$ cat src/hw/sfx_pkg.sv
package sfx_pkg;
  // Word and address widths
  localparam int WORD_W = 24;
  localparam int ADDR_W = 15;
  localparam int DVD_W = 47;
  // Instruction field positions (bit 23 is the word's first bit)
  localparam int OPCODE_MSB = 23;
  localparam int OPCODE_LSB = 18;
  localparam int MOD_MSB = 17;
  localparam int MOD_LSB = 15;
  localparam int ADDR_FIELD_MSB = 14;
  localparam int COUNT_MSB = 4;
  localparam int COUNT_LSB = 0;
  // Store group: leading octal digit and source codes
  localparam logic [2:0] STORE_DIGIT = 3'h4;
  localparam logic [2:0] SEL_ZERO = 3'h0;
  localparam logic [2:0] SEL_MERGE = 3'h1;
  localparam logic [2:0] SEL_PC = 3'h2;
  localparam logic [2:0] SEL_ACC1 = 3'h3;
  localparam logic [2:0] SEL_ACC2 = 3'h4;
  localparam logic [2:0] SEL_IDX1 = 3'h5;
  localparam logic [2:0] SEL_IDX2 = 3'h6;
  localparam logic [2:0] SEL_IDX3 = 3'h7;
  // Other opcodes (octal 61, 62, 63, 65, 66, 67, 64, 73, 76, 77, 13)
  localparam logic [5:0] OP_STORE_PAIR_ACC_INDEX = 6'h31;
  localparam logic [5:0] OP_STORE_PAIR_INDEX_HIGH = 6'h32;
  localparam logic [5:0] OP_ADD_MEM_TO_FIRST_ACC = 6'h33;
  localparam logic [5:0] OP_ADD_MEM_TO_INDEX_ONE = 6'h35;
  localparam logic [5:0] OP_ADD_MEM_TO_INDEX_TWO = 6'h36;
  localparam logic [5:0] OP_ADD_MEM_TO_INDEX_THREE = 6'h37;
  localparam logic [5:0] OP_ADD_ACC_TO_MEMORY = 6'h34;
  localparam logic [5:0] OP_SUBTRACT_MEM_FROM_ACC = 6'h3B;
  localparam logic [5:0] OP_SUBTRACT_MEM_FROM_INDEX_TWO = 6'h3E;
  localparam logic [5:0] OP_SUBTRACT_MEM_FROM_INDEX_THREE = 6'h3F;
  localparam logic [5:0] OP_DIVIDE = 6'h0B;
  // Divide count and trap
  localparam logic [4:0] DIV_COUNT_DEFAULT = 5'h17;
  localparam logic [4:0] DIV_COUNT_MAX = 5'h17;
  localparam logic [5:0] DIV_STEPS = 6'h2F;
  localparam logic [ADDR_W-1:0] TRAP_VECTOR = 15'h0041;
  // Reset values
  localparam logic [WORD_W-1:0] RESET_WORD = 24'h000000;

  typedef enum logic [3:0] {
    K_NONE, K_STORE, K_MERGE, K_PAIR_A, K_PAIR_X, K_ADD, K_ADM, K_SUB, K_DIV
  } sfx_kind_t;

  typedef enum logic [3:0] {
    S_IDLE, S_WRITE1, S_WRITE2, S_READ, S_WRITEBACK, S_DIV_START, S_DIV,
    S_DIV_PLACE, S_FINISH
  } sfx_state_t;

  typedef struct packed {
    logic overflow;
    logic zero;
    logic minus;
    logic carry;
  } sfx_cond_t;

  typedef struct packed {
    logic [WORD_W-1:0] pc;
    logic [WORD_W-1:0] acc1;
    logic [WORD_W-1:0] acc2;
    logic [WORD_W-1:0] idx1;
    logic [WORD_W-1:0] idx2;
    logic [WORD_W-1:0] idx3;
  } sfx_regs_t;

  typedef struct packed {
    logic req;
    logic we;
    logic [ADDR_W-1:0] addr;
    logic [WORD_W-1:0] wdata;
  } sfx_mem_req_t;
endpackage : sfx_pkg

$ cat src/hw/sfx_exec_unit.sv
// How it works
// - single stores write the chosen register to memory; register stays intact
// - store opcodes lead with digit 4; second digit picks the source register
// - second digit 0 writes an all-zero word, like storing the zero register
// - merge store writes accumulator address bits and on that same edge takes memory top nine bits
// - pair stores write first register at address, second at address OR 1
// - odd address in a pair store lets the second word overwrite the first
// - add, subtract and divide all update the condition flags from their result
// - add and subtract take a memory operand at the supplied effective address
// - add instructions sum memory into accumulator or an index register
// - add-to-memory sums accumulator and memory and writes memory back
// - subtract instructions take memory from accumulator, index two or three
// - divide uses register format; its count field sets result scaling
// - divide splits accumulator pair by index two; quotient in low count plus one bits
// - remainder high bits go low in second accumulator, rest atop the first
// - quotient sign lands at first accumulator bit position count, the top bit of the quotient field
// - a missing count means 23, which is also the largest count
// - divisor magnitude not above first accumulator magnitude traps to location 41
// - four flags overflow, zero, minus, carry change only on arithmetic
// - an instruction is a 24 bit word of opcode, modifier and operand
module sfx_exec_unit (
  // Clock and reset
  input wire logic clock,
  input wire logic rstn,
  // Instruction issue
  input wire logic start,
  input wire logic [sfx_pkg::WORD_W-1:0] instr,
  input wire logic [sfx_pkg::ADDR_W-1:0] effAddr,
  output logic busy,
  output logic done,
  output logic trap,
  output logic [sfx_pkg::ADDR_W-1:0] trapAddr,
  // Register load from the rest of the processor
  input wire logic regLoad,
  input wire logic [2:0] regLoadSel,
  input wire logic [sfx_pkg::WORD_W-1:0] regLoadData,
  // Architectural state
  output sfx_pkg::sfx_regs_t regs,
  output sfx_pkg::sfx_cond_t cond,
  // Main storage
  output sfx_pkg::sfx_mem_req_t memReq,
  input wire logic memAck,
  input wire logic [sfx_pkg::WORD_W-1:0] memRdata
);
  import sfx_pkg::*;

  sfx_state_t state_reg;
  sfx_kind_t kind_reg;
  logic [WORD_W-1:0] instr_reg;
  logic [ADDR_W-1:0] ea_reg;
  logic [WORD_W-1:0] operand_reg;
  sfx_regs_t regs_reg;
  sfx_cond_t cond_reg;
  sfx_mem_req_t mem_reg;
  logic busy_reg;
  logic done_reg;
  logic trap_reg;
  logic [ADDR_W-1:0] trapAddr_reg;
  logic [DVD_W-1:0] dvd_reg;
  logic [DVD_W-1:0] quo_reg;
  logic [WORD_W:0] rem_reg;
  logic [WORD_W-1:0] dvs_reg;
  logic [5:0] step_reg;
  logic [4:0] cnt_reg;
  logic quoNeg_reg;
  logic remNeg_reg;

  // Register read by octal code; codes 0 and 1 read as zero
  function automatic logic [WORD_W-1:0] readReg(input sfx_regs_t r, input logic [2:0] sel);
    unique case (sel)
      SEL_ZERO, SEL_MERGE: readReg = RESET_WORD;
      SEL_PC: readReg = r.pc;
      SEL_ACC1: readReg = r.acc1;
      SEL_ACC2: readReg = r.acc2;
      SEL_IDX1: readReg = r.idx1;
      SEL_IDX2: readReg = r.idx2;
      SEL_IDX3: readReg = r.idx3;
    endcase
  endfunction : readReg

  // Register write by octal code; the zero register ignores writes
  function automatic sfx_regs_t setReg(input sfx_regs_t r, input logic [2:0] sel,
                                       input logic [WORD_W-1:0] v);
    setReg = r;
    unique case (sel)
      SEL_ZERO, SEL_MERGE: setReg = r;
      SEL_PC: setReg.pc = v;
      SEL_ACC1: setReg.acc1 = v;
      SEL_ACC2: setReg.acc2 = v;
      SEL_IDX1: setReg.idx1 = v;
      SEL_IDX2: setReg.idx2 = v;
      SEL_IDX3: setReg.idx3 = v;
    endcase
  endfunction : setReg

  // Opcode decode of a whole instruction word
  function automatic sfx_kind_t decodeKind(input logic [WORD_W-1:0] w);
    logic [5:0] op;
    op = w[OPCODE_MSB:OPCODE_LSB];
    if (op[5:3] == STORE_DIGIT) begin
      decodeKind = (op[2:0] == SEL_MERGE) ? K_MERGE : K_STORE;
    end else begin
      case (op)
        OP_STORE_PAIR_ACC_INDEX: decodeKind = K_PAIR_A;
        OP_STORE_PAIR_INDEX_HIGH: decodeKind = K_PAIR_X;
        OP_ADD_MEM_TO_FIRST_ACC, OP_ADD_MEM_TO_INDEX_ONE,
        OP_ADD_MEM_TO_INDEX_TWO, OP_ADD_MEM_TO_INDEX_THREE: decodeKind = K_ADD;
        OP_ADD_ACC_TO_MEMORY: decodeKind = K_ADM;
        OP_SUBTRACT_MEM_FROM_ACC, OP_SUBTRACT_MEM_FROM_INDEX_TWO,
        OP_SUBTRACT_MEM_FROM_INDEX_THREE: decodeKind = K_SUB;
        OP_DIVIDE: decodeKind = K_DIV;
        default: decodeKind = K_NONE;
      endcase
    end
  endfunction : decodeKind

  // Add or subtract with carry out in the top bit
  function automatic logic [WORD_W:0] addSub(input logic [WORD_W-1:0] a,
                                             input logic [WORD_W-1:0] b, input logic sub);
    logic [WORD_W-1:0] bb;
    bb = sub ? ~b : b;
    addSub = {1'b0, a} + {1'b0, bb} + {{WORD_W{1'b0}}, sub};
  endfunction : addSub

  // Flags from an add or subtract; carry means no borrow on subtract
  function automatic sfx_cond_t ccArith(input logic [WORD_W-1:0] a, input logic [WORD_W-1:0] b,
                                        input logic sub, input logic [WORD_W:0] res);
    logic [WORD_W-1:0] bb;
    bb = sub ? ~b : b;
    ccArith.overflow = (a[WORD_W-1] == bb[WORD_W-1]) && (res[WORD_W-1] != a[WORD_W-1]);
    ccArith.zero = (res[WORD_W-1:0] == RESET_WORD);
    ccArith.minus = res[WORD_W-1];
    ccArith.carry = res[WORD_W];
  endfunction : ccArith

  // Magnitude of a two's complement word; the largest negative still fits
  function automatic logic [WORD_W-1:0] absWord(input logic [WORD_W-1:0] w);
    absWord = w[WORD_W-1] ? (~w + 24'h000001) : w;
  endfunction : absWord

  // Count of zero or beyond the limit falls back to 23
  function automatic logic [4:0] effCount(input logic [WORD_W-1:0] w);
    logic [4:0] c;
    c = w[COUNT_MSB:COUNT_LSB];
    effCount = (c == 5'h00 || c > DIV_COUNT_MAX) ? DIV_COUNT_DEFAULT : c;
  endfunction : effCount

  // Operation fields of the latched instruction
  logic [2:0] opSel;
  logic isSub;
  logic [WORD_W-1:0] arithA;
  logic [WORD_W:0] arithRes;
  logic divTrap;
  assign opSel = instr_reg[OPCODE_LSB+2:OPCODE_LSB];
  assign isSub = (kind_reg == K_SUB);
  assign arithA = (kind_reg == K_ADM) ? regs_reg.acc1 : readReg(regs_reg, opSel);
  assign arithRes = addSub(arithA, memRdata, isSub);
  assign divTrap = absWord(regs_reg.idx2) <= absWord(regs_reg.acc1);

  // Dividend: accumulator pair without the excluded last bit, magnitude, scaled right
  logic [DVD_W-1:0] dvdRaw;
  logic [DVD_W-1:0] dvdMag;
  logic [4:0] startCnt;
  assign dvdRaw = {regs_reg.acc1, regs_reg.acc2[WORD_W-1:1]};
  assign dvdMag = dvdRaw[DVD_W-1] ? (~dvdRaw + 47'h000000000001) : dvdRaw;
  assign startCnt = effCount(instr_reg);

  // One restoring step per cycle keeps the divider small; 47 step cycles, 50 busy cycles per divide
  logic [WORD_W:0] remShift;
  logic remFits;
  assign remShift = {rem_reg[WORD_W-1:0], dvd_reg[DVD_W-1]};
  assign remFits = remShift >= {1'b0, dvs_reg};

  // Result placement for the chosen count
  logic [WORD_W-1:0] quoSigned;
  logic [WORD_W-2:0] remSigned;
  logic [WORD_W-1:0] quoMask;
  logic [WORD_W-1:0] divRa;
  logic [WORD_W-1:0] divRb;
  assign quoSigned = quoNeg_reg ? (~quo_reg[WORD_W-1:0] + 24'h000001) : quo_reg[WORD_W-1:0];
  assign remSigned = (remNeg_reg ? (~rem_reg[WORD_W-2:0] + 23'h000001) : rem_reg[WORD_W-2:0])
                     << (DIV_COUNT_MAX - cnt_reg); // Cleared low dividend bits fill below
  assign quoMask = (24'h000001 << (cnt_reg + 5'h01)) - 24'h000001;
  assign divRa = ({remSigned, 1'b0} << cnt_reg) | (quoSigned & quoMask);
  assign divRb = {1'b0, remSigned} >> (DIV_COUNT_MAX - cnt_reg);

  // Sequencer and main storage requests; one instruction at a time
  always_ff @(posedge clock or negedge rstn) begin
    if (!rstn) begin
      state_reg <= S_IDLE;
      kind_reg <= K_NONE;
      instr_reg <= RESET_WORD;
      ea_reg <= '0;
      operand_reg <= RESET_WORD;
      mem_reg <= '0;
      busy_reg <= 1'b0;
    end else begin
      unique case (state_reg)
        S_IDLE: begin
          if (start) begin
            instr_reg <= instr;
            ea_reg <= effAddr;
            kind_reg <= decodeKind(instr);
            busy_reg <= 1'b1;
            unique case (decodeKind(instr))
              K_STORE: begin
                mem_reg <= '{1'b1, 1'b1, effAddr,
                             readReg(regs_reg, instr[OPCODE_LSB+2:OPCODE_LSB])};
                state_reg <= S_WRITE1;
              end
              K_PAIR_A: begin
                mem_reg <= '{1'b1, 1'b1, effAddr, regs_reg.acc1};
                state_reg <= S_WRITE1;
              end
              K_PAIR_X: begin
                mem_reg <= '{1'b1, 1'b1, effAddr, regs_reg.idx2};
                state_reg <= S_WRITE1;
              end
              K_MERGE, K_ADD, K_ADM, K_SUB: begin
                mem_reg <= '{1'b1, 1'b0, effAddr, RESET_WORD};
                state_reg <= S_READ;
              end
              K_DIV: state_reg <= S_DIV_START;
              K_NONE: state_reg <= S_FINISH;
            endcase
          end
        end
        S_WRITE1: begin
          if (memAck) begin
            if (kind_reg == K_PAIR_A || kind_reg == K_PAIR_X) begin
              // Odd address ORs to itself, so the second word lands on the first
              mem_reg.addr <= ea_reg | 15'h0001;
              mem_reg.wdata <= (kind_reg == K_PAIR_A) ? regs_reg.idx1 : regs_reg.idx3;
              state_reg <= S_WRITE2;
            end else begin
              mem_reg.req <= 1'b0;
              state_reg <= S_FINISH;
            end
          end
        end
        S_READ: begin
          if (memAck) begin
            operand_reg <= memRdata;
            if (kind_reg == K_MERGE) begin
              mem_reg.we <= 1'b1;
              mem_reg.wdata <= {memRdata[WORD_W-1:ADDR_FIELD_MSB+1],
                                regs_reg.acc1[ADDR_FIELD_MSB:0]};
              state_reg <= S_WRITEBACK;
            end else if (kind_reg == K_ADM) begin
              mem_reg.we <= 1'b1;
              mem_reg.wdata <= arithRes[WORD_W-1:0];
              state_reg <= S_WRITEBACK;
            end else begin
              mem_reg.req <= 1'b0;
              state_reg <= S_FINISH;
            end
          end
        end
        S_WRITE2, S_WRITEBACK: begin
          if (memAck) begin
            mem_reg.req <= 1'b0;
            state_reg <= S_FINISH;
          end
        end
        S_DIV_START: state_reg <= divTrap ? S_FINISH : S_DIV;
        S_DIV: if (step_reg == DIV_STEPS - 6'h01) state_reg <= S_DIV_PLACE;
        S_DIV_PLACE: state_reg <= S_FINISH;
        S_FINISH: begin
          busy_reg <= 1'b0;
          state_reg <= S_IDLE;
        end
      endcase
    end
  end

  // Working registers; outside loads are taken only while idle
  always_ff @(posedge clock or negedge rstn) begin
    if (!rstn) begin
      regs_reg <= '0;
    end else if (state_reg == S_IDLE) begin
      if (regLoad) begin
        regs_reg <= setReg(regs_reg, regLoadSel, regLoadData);
      end
    end else if (state_reg == S_READ && memAck && (kind_reg == K_ADD || isSub)) begin
      regs_reg <= setReg(regs_reg, opSel, arithRes[WORD_W-1:0]);
    end else if (state_reg == S_WRITEBACK && memAck && kind_reg == K_MERGE) begin
      // Memory is written on this same ack edge on which the accumulator takes the top bits
      regs_reg.acc1[WORD_W-1:ADDR_FIELD_MSB+1] <=
        operand_reg[WORD_W-1:ADDR_FIELD_MSB+1];
    end else if (state_reg == S_DIV_PLACE) begin
      regs_reg.acc1 <= divRa;
      regs_reg.acc2 <= divRb;
    end
  end

  // Condition flags; stores and loads leave them alone
  always_ff @(posedge clock or negedge rstn) begin
    if (!rstn) begin
      cond_reg <= '0;
    end else if (state_reg == S_READ && memAck && kind_reg inside {K_ADD, K_ADM, K_SUB}) begin
      cond_reg <= ccArith(arithA, memRdata, isSub, arithRes);
    end else if (state_reg == S_DIV_START && divTrap) begin
      cond_reg.overflow <= 1'b1;
    end else if (state_reg == S_DIV_PLACE) begin
      cond_reg.overflow <= 1'b0;
      cond_reg.carry <= 1'b0;
      cond_reg.zero <= (quoSigned & quoMask) == RESET_WORD;
      cond_reg.minus <= quoSigned[WORD_W-1];
    end
  end

  // Divider datapath; works on magnitudes and fixes signs at the end
  always_ff @(posedge clock or negedge rstn) begin
    if (!rstn) begin
      dvd_reg <= '0;
      quo_reg <= '0;
      rem_reg <= '0;
      dvs_reg <= RESET_WORD;
      step_reg <= 6'h00;
      cnt_reg <= DIV_COUNT_DEFAULT;
      quoNeg_reg <= 1'b0;
      remNeg_reg <= 1'b0;
    end else if (state_reg == S_DIV_START) begin
      // Bits shifted out here are lost; software must have cleared them
      dvd_reg <= dvdMag >> (DIV_COUNT_MAX - startCnt);
      cnt_reg <= startCnt;
      dvs_reg <= absWord(regs_reg.idx2);
      quo_reg <= '0;
      rem_reg <= '0;
      step_reg <= 6'h00;
      quoNeg_reg <= regs_reg.acc1[WORD_W-1] ^ regs_reg.idx2[WORD_W-1];
      remNeg_reg <= regs_reg.acc1[WORD_W-1];
    end else if (state_reg == S_DIV) begin
      rem_reg <= remFits ? (remShift - {1'b0, dvs_reg}) : remShift;
      quo_reg <= {quo_reg[DVD_W-2:0], remFits};
      dvd_reg <= {dvd_reg[DVD_W-2:0], 1'b0};
      step_reg <= step_reg + 6'h01;
    end
  end

  // Status pulses
  always_ff @(posedge clock or negedge rstn) begin
    if (!rstn) begin
      done_reg <= 1'b0;
      trap_reg <= 1'b0;
      trapAddr_reg <= '0;
    end else begin
      done_reg <= (state_reg == S_FINISH);
      trap_reg <= (state_reg == S_DIV_START) && divTrap;
      trapAddr_reg <= TRAP_VECTOR;
    end
  end

  // Outputs straight from flip-flops
  assign busy = busy_reg;
  assign done = done_reg;
  assign trap = trap_reg;
  assign trapAddr = trapAddr_reg;
  assign regs = regs_reg;
  assign cond = cond_reg;
  assign memReq = mem_reg;
endmodule : sfx_exec_unit

$ cat config.mk
export PLATFORM = sky130hd
export DESIGN_NAME = sfx_exec_unit
export DESIGN_NICKNAME = d
export VERILOG_FILES = /design/src/hw/sfx_pkg.sv /design/src/hw/sfx_exec_unit.sv
export SDC_FILE = /design/constraint.sdc
export NUM_CORES = 2
export LEC_CHECK = 0
export ABC_AREA = 1
export BUFFER_PORTS_ARGS = -buffer_cell sky130_fd_sc_hd__buf_4
export CORE_MARGIN = 4
export CORE_UTILIZATION = 50
export DETAILED_ROUTE_END_ITERATION = 10
export PLACE_DENSITY = 0.69
export SLEW_MARGIN = 20
export SYNTH_ARGS = -nofsm -noshare
export SYNTH_HDL_FRONTEND = slang
export SYNTH_SLANG_ARGS = --single-unit
$ cat constraint.sdc
create_clock -name clock -period 4.7 [get_ports clock]
set_input_delay 0.94 -clock clock [delete_from_list [all_inputs] [get_ports clock]]
set_output_delay 0.94 -clock clock [all_outputs]
set_load 0.1 [all_outputs]
Yosys cells after proc, flatten, opt, wreduce, memory -nomap -nowiden
Cells that the tools add are included.
- register bits after elaboration: 393
- input bits: 95
- output and inout bits: 207
- add/subtract/negate cells: 13
- magnitude comparators: 3
- equal/unequal tests: 79
- shift operators: 5
- multiplexer cells: 81
- bitwise gates (word level): 9
- reduce and logical (&&, ||, !) cells: 56
- operators with widths (cell ; number):
    $mux W24 ; 27
    $pmux W24 S7 ; 2
    $mux W144 ; 2
    $pmux W41 S4 ; 1
    $mux W47 ; 3
    $mux W39 ; 3
    $mux W48 ; 2
    $not A24 Y24 ; 4
    $add A24 B1 Y24 const B ; 3
    $mux W72 ; 1
    $pmux W24 S3 ; 1
    $eq A6 B6 Y1 const B ; 11
    $mux W4 ; 14
    $eq A4 B3 Y1 const B ; 12
    $logic_not A24 Y1 ; 2
    $add A47 B1 Y47 const B ; 1
    $not A47 Y47 ; 1
    $shr A47 B5 Y47 ; 1
    $mux W41 ; 1
    $eq A3 B3 Y1 const B ; 13
    $pmux W4 S8 ; 1
    $pmux W15 S2 ; 1
    $add A24 B24 Y25 ; 1
    $add A25 B1 Y25 ; 1
    other kinds (58) ; 137

Logic depth before layout (Yosys ltp)
- depth after elaboration: 11
- depth in mapped cells: 27

Worst setup path after synthesis
Ideal clock, no wire load.
- path type: register to register
- start point: register regs_reg, in the netlist regs[24]
- end point: register state_reg[3]
- data arrival time: 4334 ps
- path slack: 240 ps
- cell stages (with the launch flop): 25
- clock period less this slack: 4460 ps
- cells stage by stage: dfrtp_1 -> inv_1 -> ha_1 -> inv_1 -> nor3_2 -> inv_1 -> nor3_1 -> nand2_1 -> nor3_2 -> inv_1 -> o31ai_1 -> o21ai_1 -> a21oi_1 -> o21ai_0 -> xor2_1 -> ha_1 -> nand4_1 -> nor3_1 -> nand3_1 -> nor4_1 -> a21oi_1 -> a32o_1 -> and2_1 -> nor3_1 -> nor3_1
- cells in the longest elaborated chain, start to end: 6
- RTL lines (item ; RTL line ; RTL):
    from (decl) ; sfx_exec_unit.sv:52 ; sfx_regs_t regs_reg;
    from (signal assigned) ; sfx_exec_unit.sv:282 ; regs_reg <= setReg(regs_reg, regLoadSel, regLoadData);
    from (signal assigned) ; sfx_exec_unit.sv:285 ; regs_reg <= setReg(regs_reg, opSel, arithRes[WORD_W-1:0]);
    $not A24 Y24 ; sfx_exec_unit.sv:138 ; absWord = w[WORD_W-1] ? (~w + 24'h000001) : w;
    $add A24 B1 Y24 ; sfx_exec_unit.sv:138 ;
    $mux W24 (*) ; sfx_exec_unit.sv:138 ;
    $le A24 B24 Y1 (*) ; sfx_exec_unit.sv:158 ; assign divTrap = absWord(regs_reg.idx2) <= absWord(regs_reg.acc1);
    $mux W4 (*) ; sfx_exec_unit.sv:265 ; S_DIV_START: state_reg <= divTrap ? S_FINISH : S_DIV;
    $pmux W4 S8 (*) ; sfx_exec_unit.sv:198 ; unique case (state_reg)
    to (signal assigned) ; sfx_exec_unit.sv:265 ;
    to (decl) ; sfx_exec_unit.sv:47 ; sfx_state_t state_reg;
Every way passes the cells marked *; elsewhere a longest branch is shown, timed or not.
A chain may end at the register's enable or synchronous reset.

Worst setup path after layout
- start point: register instr_reg[19]
- end point: register mem_reg, in the netlist memReq[17]
- cells in the longest elaborated chain, start to end: 10
- elaborated cells on any way between the ends: 17
- RTL lines (item ; RTL line ; RTL):
    from (decl) ; sfx_exec_unit.sv:49 ; logic [WORD_W-1:0] instr_reg;
    from (signal assigned) ; sfx_exec_unit.sv:201 ; instr_reg <= instr;
    $eq A3 B1 Y1 or $logic_not A3 Y1 (tied branches) ; sfx_exec_unit.sv:70 ; unique case (sel)
    $reduce_or A2 Y1 ; sfx_exec_unit.sv:70 ;
    $pmux W24 S7 (*) ; sfx_exec_unit.sv:70 ;
    $mux W24 (*) ; sfx_exec_unit.sv:156 ; assign arithA = (kind_reg == K_ADM) ? regs_reg.acc1 : readReg(regs_reg, opSel);
    $add A24 B24 Y25 (*) ; sfx_exec_unit.sv:122 ; addSub = {1'b0, a} + {1'b0, bb} + {{WORD_W{1'b0}}, sub};
    $add A25 B1 Y25 (*) ; sfx_exec_unit.sv:122 ;
    $mux W24 (*) ; sfx_exec_unit.sv:249 ; end else if (kind_reg == K_ADM) begin
    $mux W24 (*) ; sfx_exec_unit.sv:244 ; if (kind_reg == K_MERGE) begin
    $mux W24 (*) ; sfx_exec_unit.sv:242 ; if (memAck) begin
    $pmux W24 S3 (*) ; sfx_exec_unit.sv:198 ;
    to (signal assigned) ; sfx_exec_unit.sv:207 ; mem_reg <= '{1'b1, 1'b1, effAddr,
    to (signal assigned) ; sfx_exec_unit.sv:212 ; mem_reg <= '{1'b1, 1'b1, effAddr, regs_reg.acc1};
    to (signal assigned) ; sfx_exec_unit.sv:216 ; mem_reg <= '{1'b1, 1'b1, effAddr, regs_reg.idx2};
    to (decl) ; sfx_exec_unit.sv:54 ; sfx_mem_req_t mem_reg;
Every way passes the cells marked *; elsewhere a longest branch is shown, timed or not. The select of a mux whose other input is x is not followed.

==> impl_metrics.csv <==
group,metric,value,unit
yosys,synth_flop_cell,"dfrtp_1",
global_route,grt_start_max_net_pins,88,
yosys,synth_commonest_cells,"nand2_1, nand3_1, inv_1, o21ai_0, nor2_1",
yosys,yosysTopAreaCell,"dfrtp_1",
clock_network,cts_root_buffer,"clkbuf_16",
sta,post-route-period-util,0.940,
worst_setup_path,critPathSlowestCell,"dfrtp_1",
yosys,syn_area,30800,µm²
clock_network,numCtsBuffers,43,
yosys,synth.distinct_cells,74,
sta,worst_pin_slew,1.15,ns
sta,setup-violations-final,0,
drt,totalWireLength,151000,µm
clock_network,h-tree-depth,2,
yosys,synth_top_area_frac,0.292,
global_route,grt_use_total,0.439,
placement,globalplace.congestion,1.09,
drt,drt_iter0_markers,5790,
worst_setup_path,cp.required,5.13,ns
sta,clock.fmax,0.226,GHz
drt,ant_nets,0,
global_route,grt_pass1_vias,33100,
sta,grt_setup_unrepaired,"yes",
drt,first_pass_iters,7,
die,die_w,256,µm
status,status,"complete, no violations",
yosys,ys_seq_area_frac,0.296,
yosys,synth_warnings,0,
worst_hold_path,hold_class,"primary input to asynchronous set/reset pin",
cells_and_area,drive_gt1_frac,0.135,
worst_setup_path,critPathMaxFanout,25,
global_route,grt_overflow,0,
die,row_count,90,
sta,slew_headroom,0.229,
yosys,synth_most_common_cell,"nand2_1",
worst_setup_path,cp-end-kind,"register",
clock_network,clk_path_buf_depth,3,
yosys,synth-seq-cells,364,
die,die_h,256,µm
worst_setup_path,worstPathCellList,"inv_2 > nand3_2 > buf_4 > o22ai_1 > a221oi_1 > o221ai_1 > o21ai_0 > buf_4 > inv_1 > ha_1 > nand2_1 > nor4_1 > nand3_1 > o21ai_1 > xor2_1 > nand2_1 > o211ai_1 > a21oi_1",
yosys,synth_edf_count,0,
drt,drc_errors,0,
cells_and_area,nets,5186,
clock_network,postCtsHoldBufs,0,
die,ios,302,
die,floorplan.initialDensity,0.508,
placement,portBuffers,275,
worst_setup_path,critPathKind,"register to register",
clock_network,postCtsSetupBuffers,0,
cells_and_area,syn2layout_area_growth,16.7,%
drt,viasPerCell,6.28,
placement,hpwlAfterDp,118000,µm
yosys,async_reset_ff_frac,1.00,
global_route,antenna_found_initial,4,
sta,final_max_slew_viol_count,0,
clock_network,clk_pin_slew,0.06,ns
die,die_area,65700,µm²
clock_network,clk_latency,0.61,ns
sta,timing.hold.ws,0.350,ns
sta,final_hold_viol_count,0,
global_route,grt_pass1_wl,218000,µm
sta,fin_crit,4.42,ns
cells_and_area,largest_reg_flops,144,
clock_network,cts_sinks,364,
sta,finClkSkew,0.0257,ns
worst_setup_path,cp.arrival,4.85,ns
job,drv_cap,0,
clock_network,cts_tree,"yes",
worst_setup_path,cp-start-kind,"register",
yosys,ys_top_cells_by_area,"dfrtp_1, nand2_1, nand3_1, o21ai_0, inv_1",
yosys,synth_cells,4726,
worst_setup_path,max_stage_delay,0.45,ns
die,core-area,60700,µm²
drt,vias,36600,
drt,wl_per_cell,25.9,µm
yosys,syn_area_per_cell,6.52,µm²
==> final timing paths <==
kind	from	slack (ns)	depth (start not counted)	end
worst max-delay path	instr_reg[19]	0.28	18	memReq[17]
worst max register to register	instr_reg[19]	0.28	18	memReq[17]
worst min register to register	ea_reg[4]	0.47	2	ea_reg[4]
max in group asynchronous	rstn	3.37	2	dvd_reg[6]
min in group clock	ea_reg[4]	0.47	2	ea_reg[4]
worst min-delay path	rstn	0.35	1	quo_reg[21]
==> timing repair <==
action,CTS,global route
gates resized for setup,0,9
endpoints found under the setup margin,0,21
endpoints found under the hold margin,0,0
==> stage by stage <==
step,util,cells,setup slack [ns],instance area (µm²),TNS [ns]
6_report,0.593,5826,0.282,36000,0
5_1_grt,0.592,5822,-0.00992,36000,-0.00992
2_1_floorplan,-,4738,0.240,30900,0
3_5_place_dp,0.568,5743,0.201,34500,0
4_1_cts,0.592,5822,0.184,35900,0
3_3_place_gp,0.568,5743,0.242,34500,0
==> cells in the final DEF, fill, tap and decap left out, types with 22 or more instances in the layout <==
| cell type | netlist | final |
|---|---|---|
| a21oi_1 | 211 | 209 |
| a31oi_1 | 49 | 49 |
| buf_4 | 18 | 468 |
| clkbuf_16 | 0 | 43 |
| dfrtp_1 | 360 | 359 |
| ha_1 | 83 | 83 |
| inv_1 | 495 | 494 |
| nand2_1 | 1074 | 1074 |
| nand3_1 | 526 | 526 |
| nand4_1 | 57 | 57 |
| nor2_1 | 395 | 388 |
| nor2_2 | 16 | 22 |
| nor3_1 | 71 | 69 |
| o211ai_1 | 49 | 49 |
| o21ai_0 | 422 | 421 |
| o21ai_1 | 39 | 40 |
| o22ai_1 | 171 | 171 |
| xor2_1 | 140 | 140 |
==> cell families after synthesis <==
logic type,Yosys count,share of synthesized area
muxes,6,0.00195
buffers and inverters,788,0.0999
adders and majority gates,85,0.0350
xor gates and xnor gates,155,0.0441
and+or+nand+nor,2246,0.320
DFF,364,0.296
other,2,0.000244
AOI/OAI and AO/OA,1080,0.203
==> worst max-delay path: cells and delay by family (launching register included) <==
kind | cells | cell delay (ns)
AO/OA/AOI/OAI | 7 | 1.62
AND/OR/NAND/NOR | 5 | 0.75
buffers and inverters | 4 | 0.72
flip-flops | 1 | 0.45
XOR/XNOR | 1 | 0.41
adder cells (fa/ha/maj) | 1 | 0.27
==> layout make-up <==
cell class              instances  area (µm²)
inverters                     534        2010
well taps                     782         978
flip-flops and latches        364        9110
clock inverters                22         282
clock buffers                  57        1160
repair buffers                477        3680
fillers                      6011       24700
multi-input cells            3586       18700
diodes                          4        10.0
==> per-layer routing <==
layer	track usage	up-vias	part of all wire
li1	-	16500	-
met1	0.574	17000	0.38
met2	0.644	2509	0.41
met3	0.115	542	0.12
met4	0.279	2	0.082
met5	0	-	0.000073
Power is not shown: default switching activity piles up to over one toggle a cycle in this logic, so the estimate is an artifact.
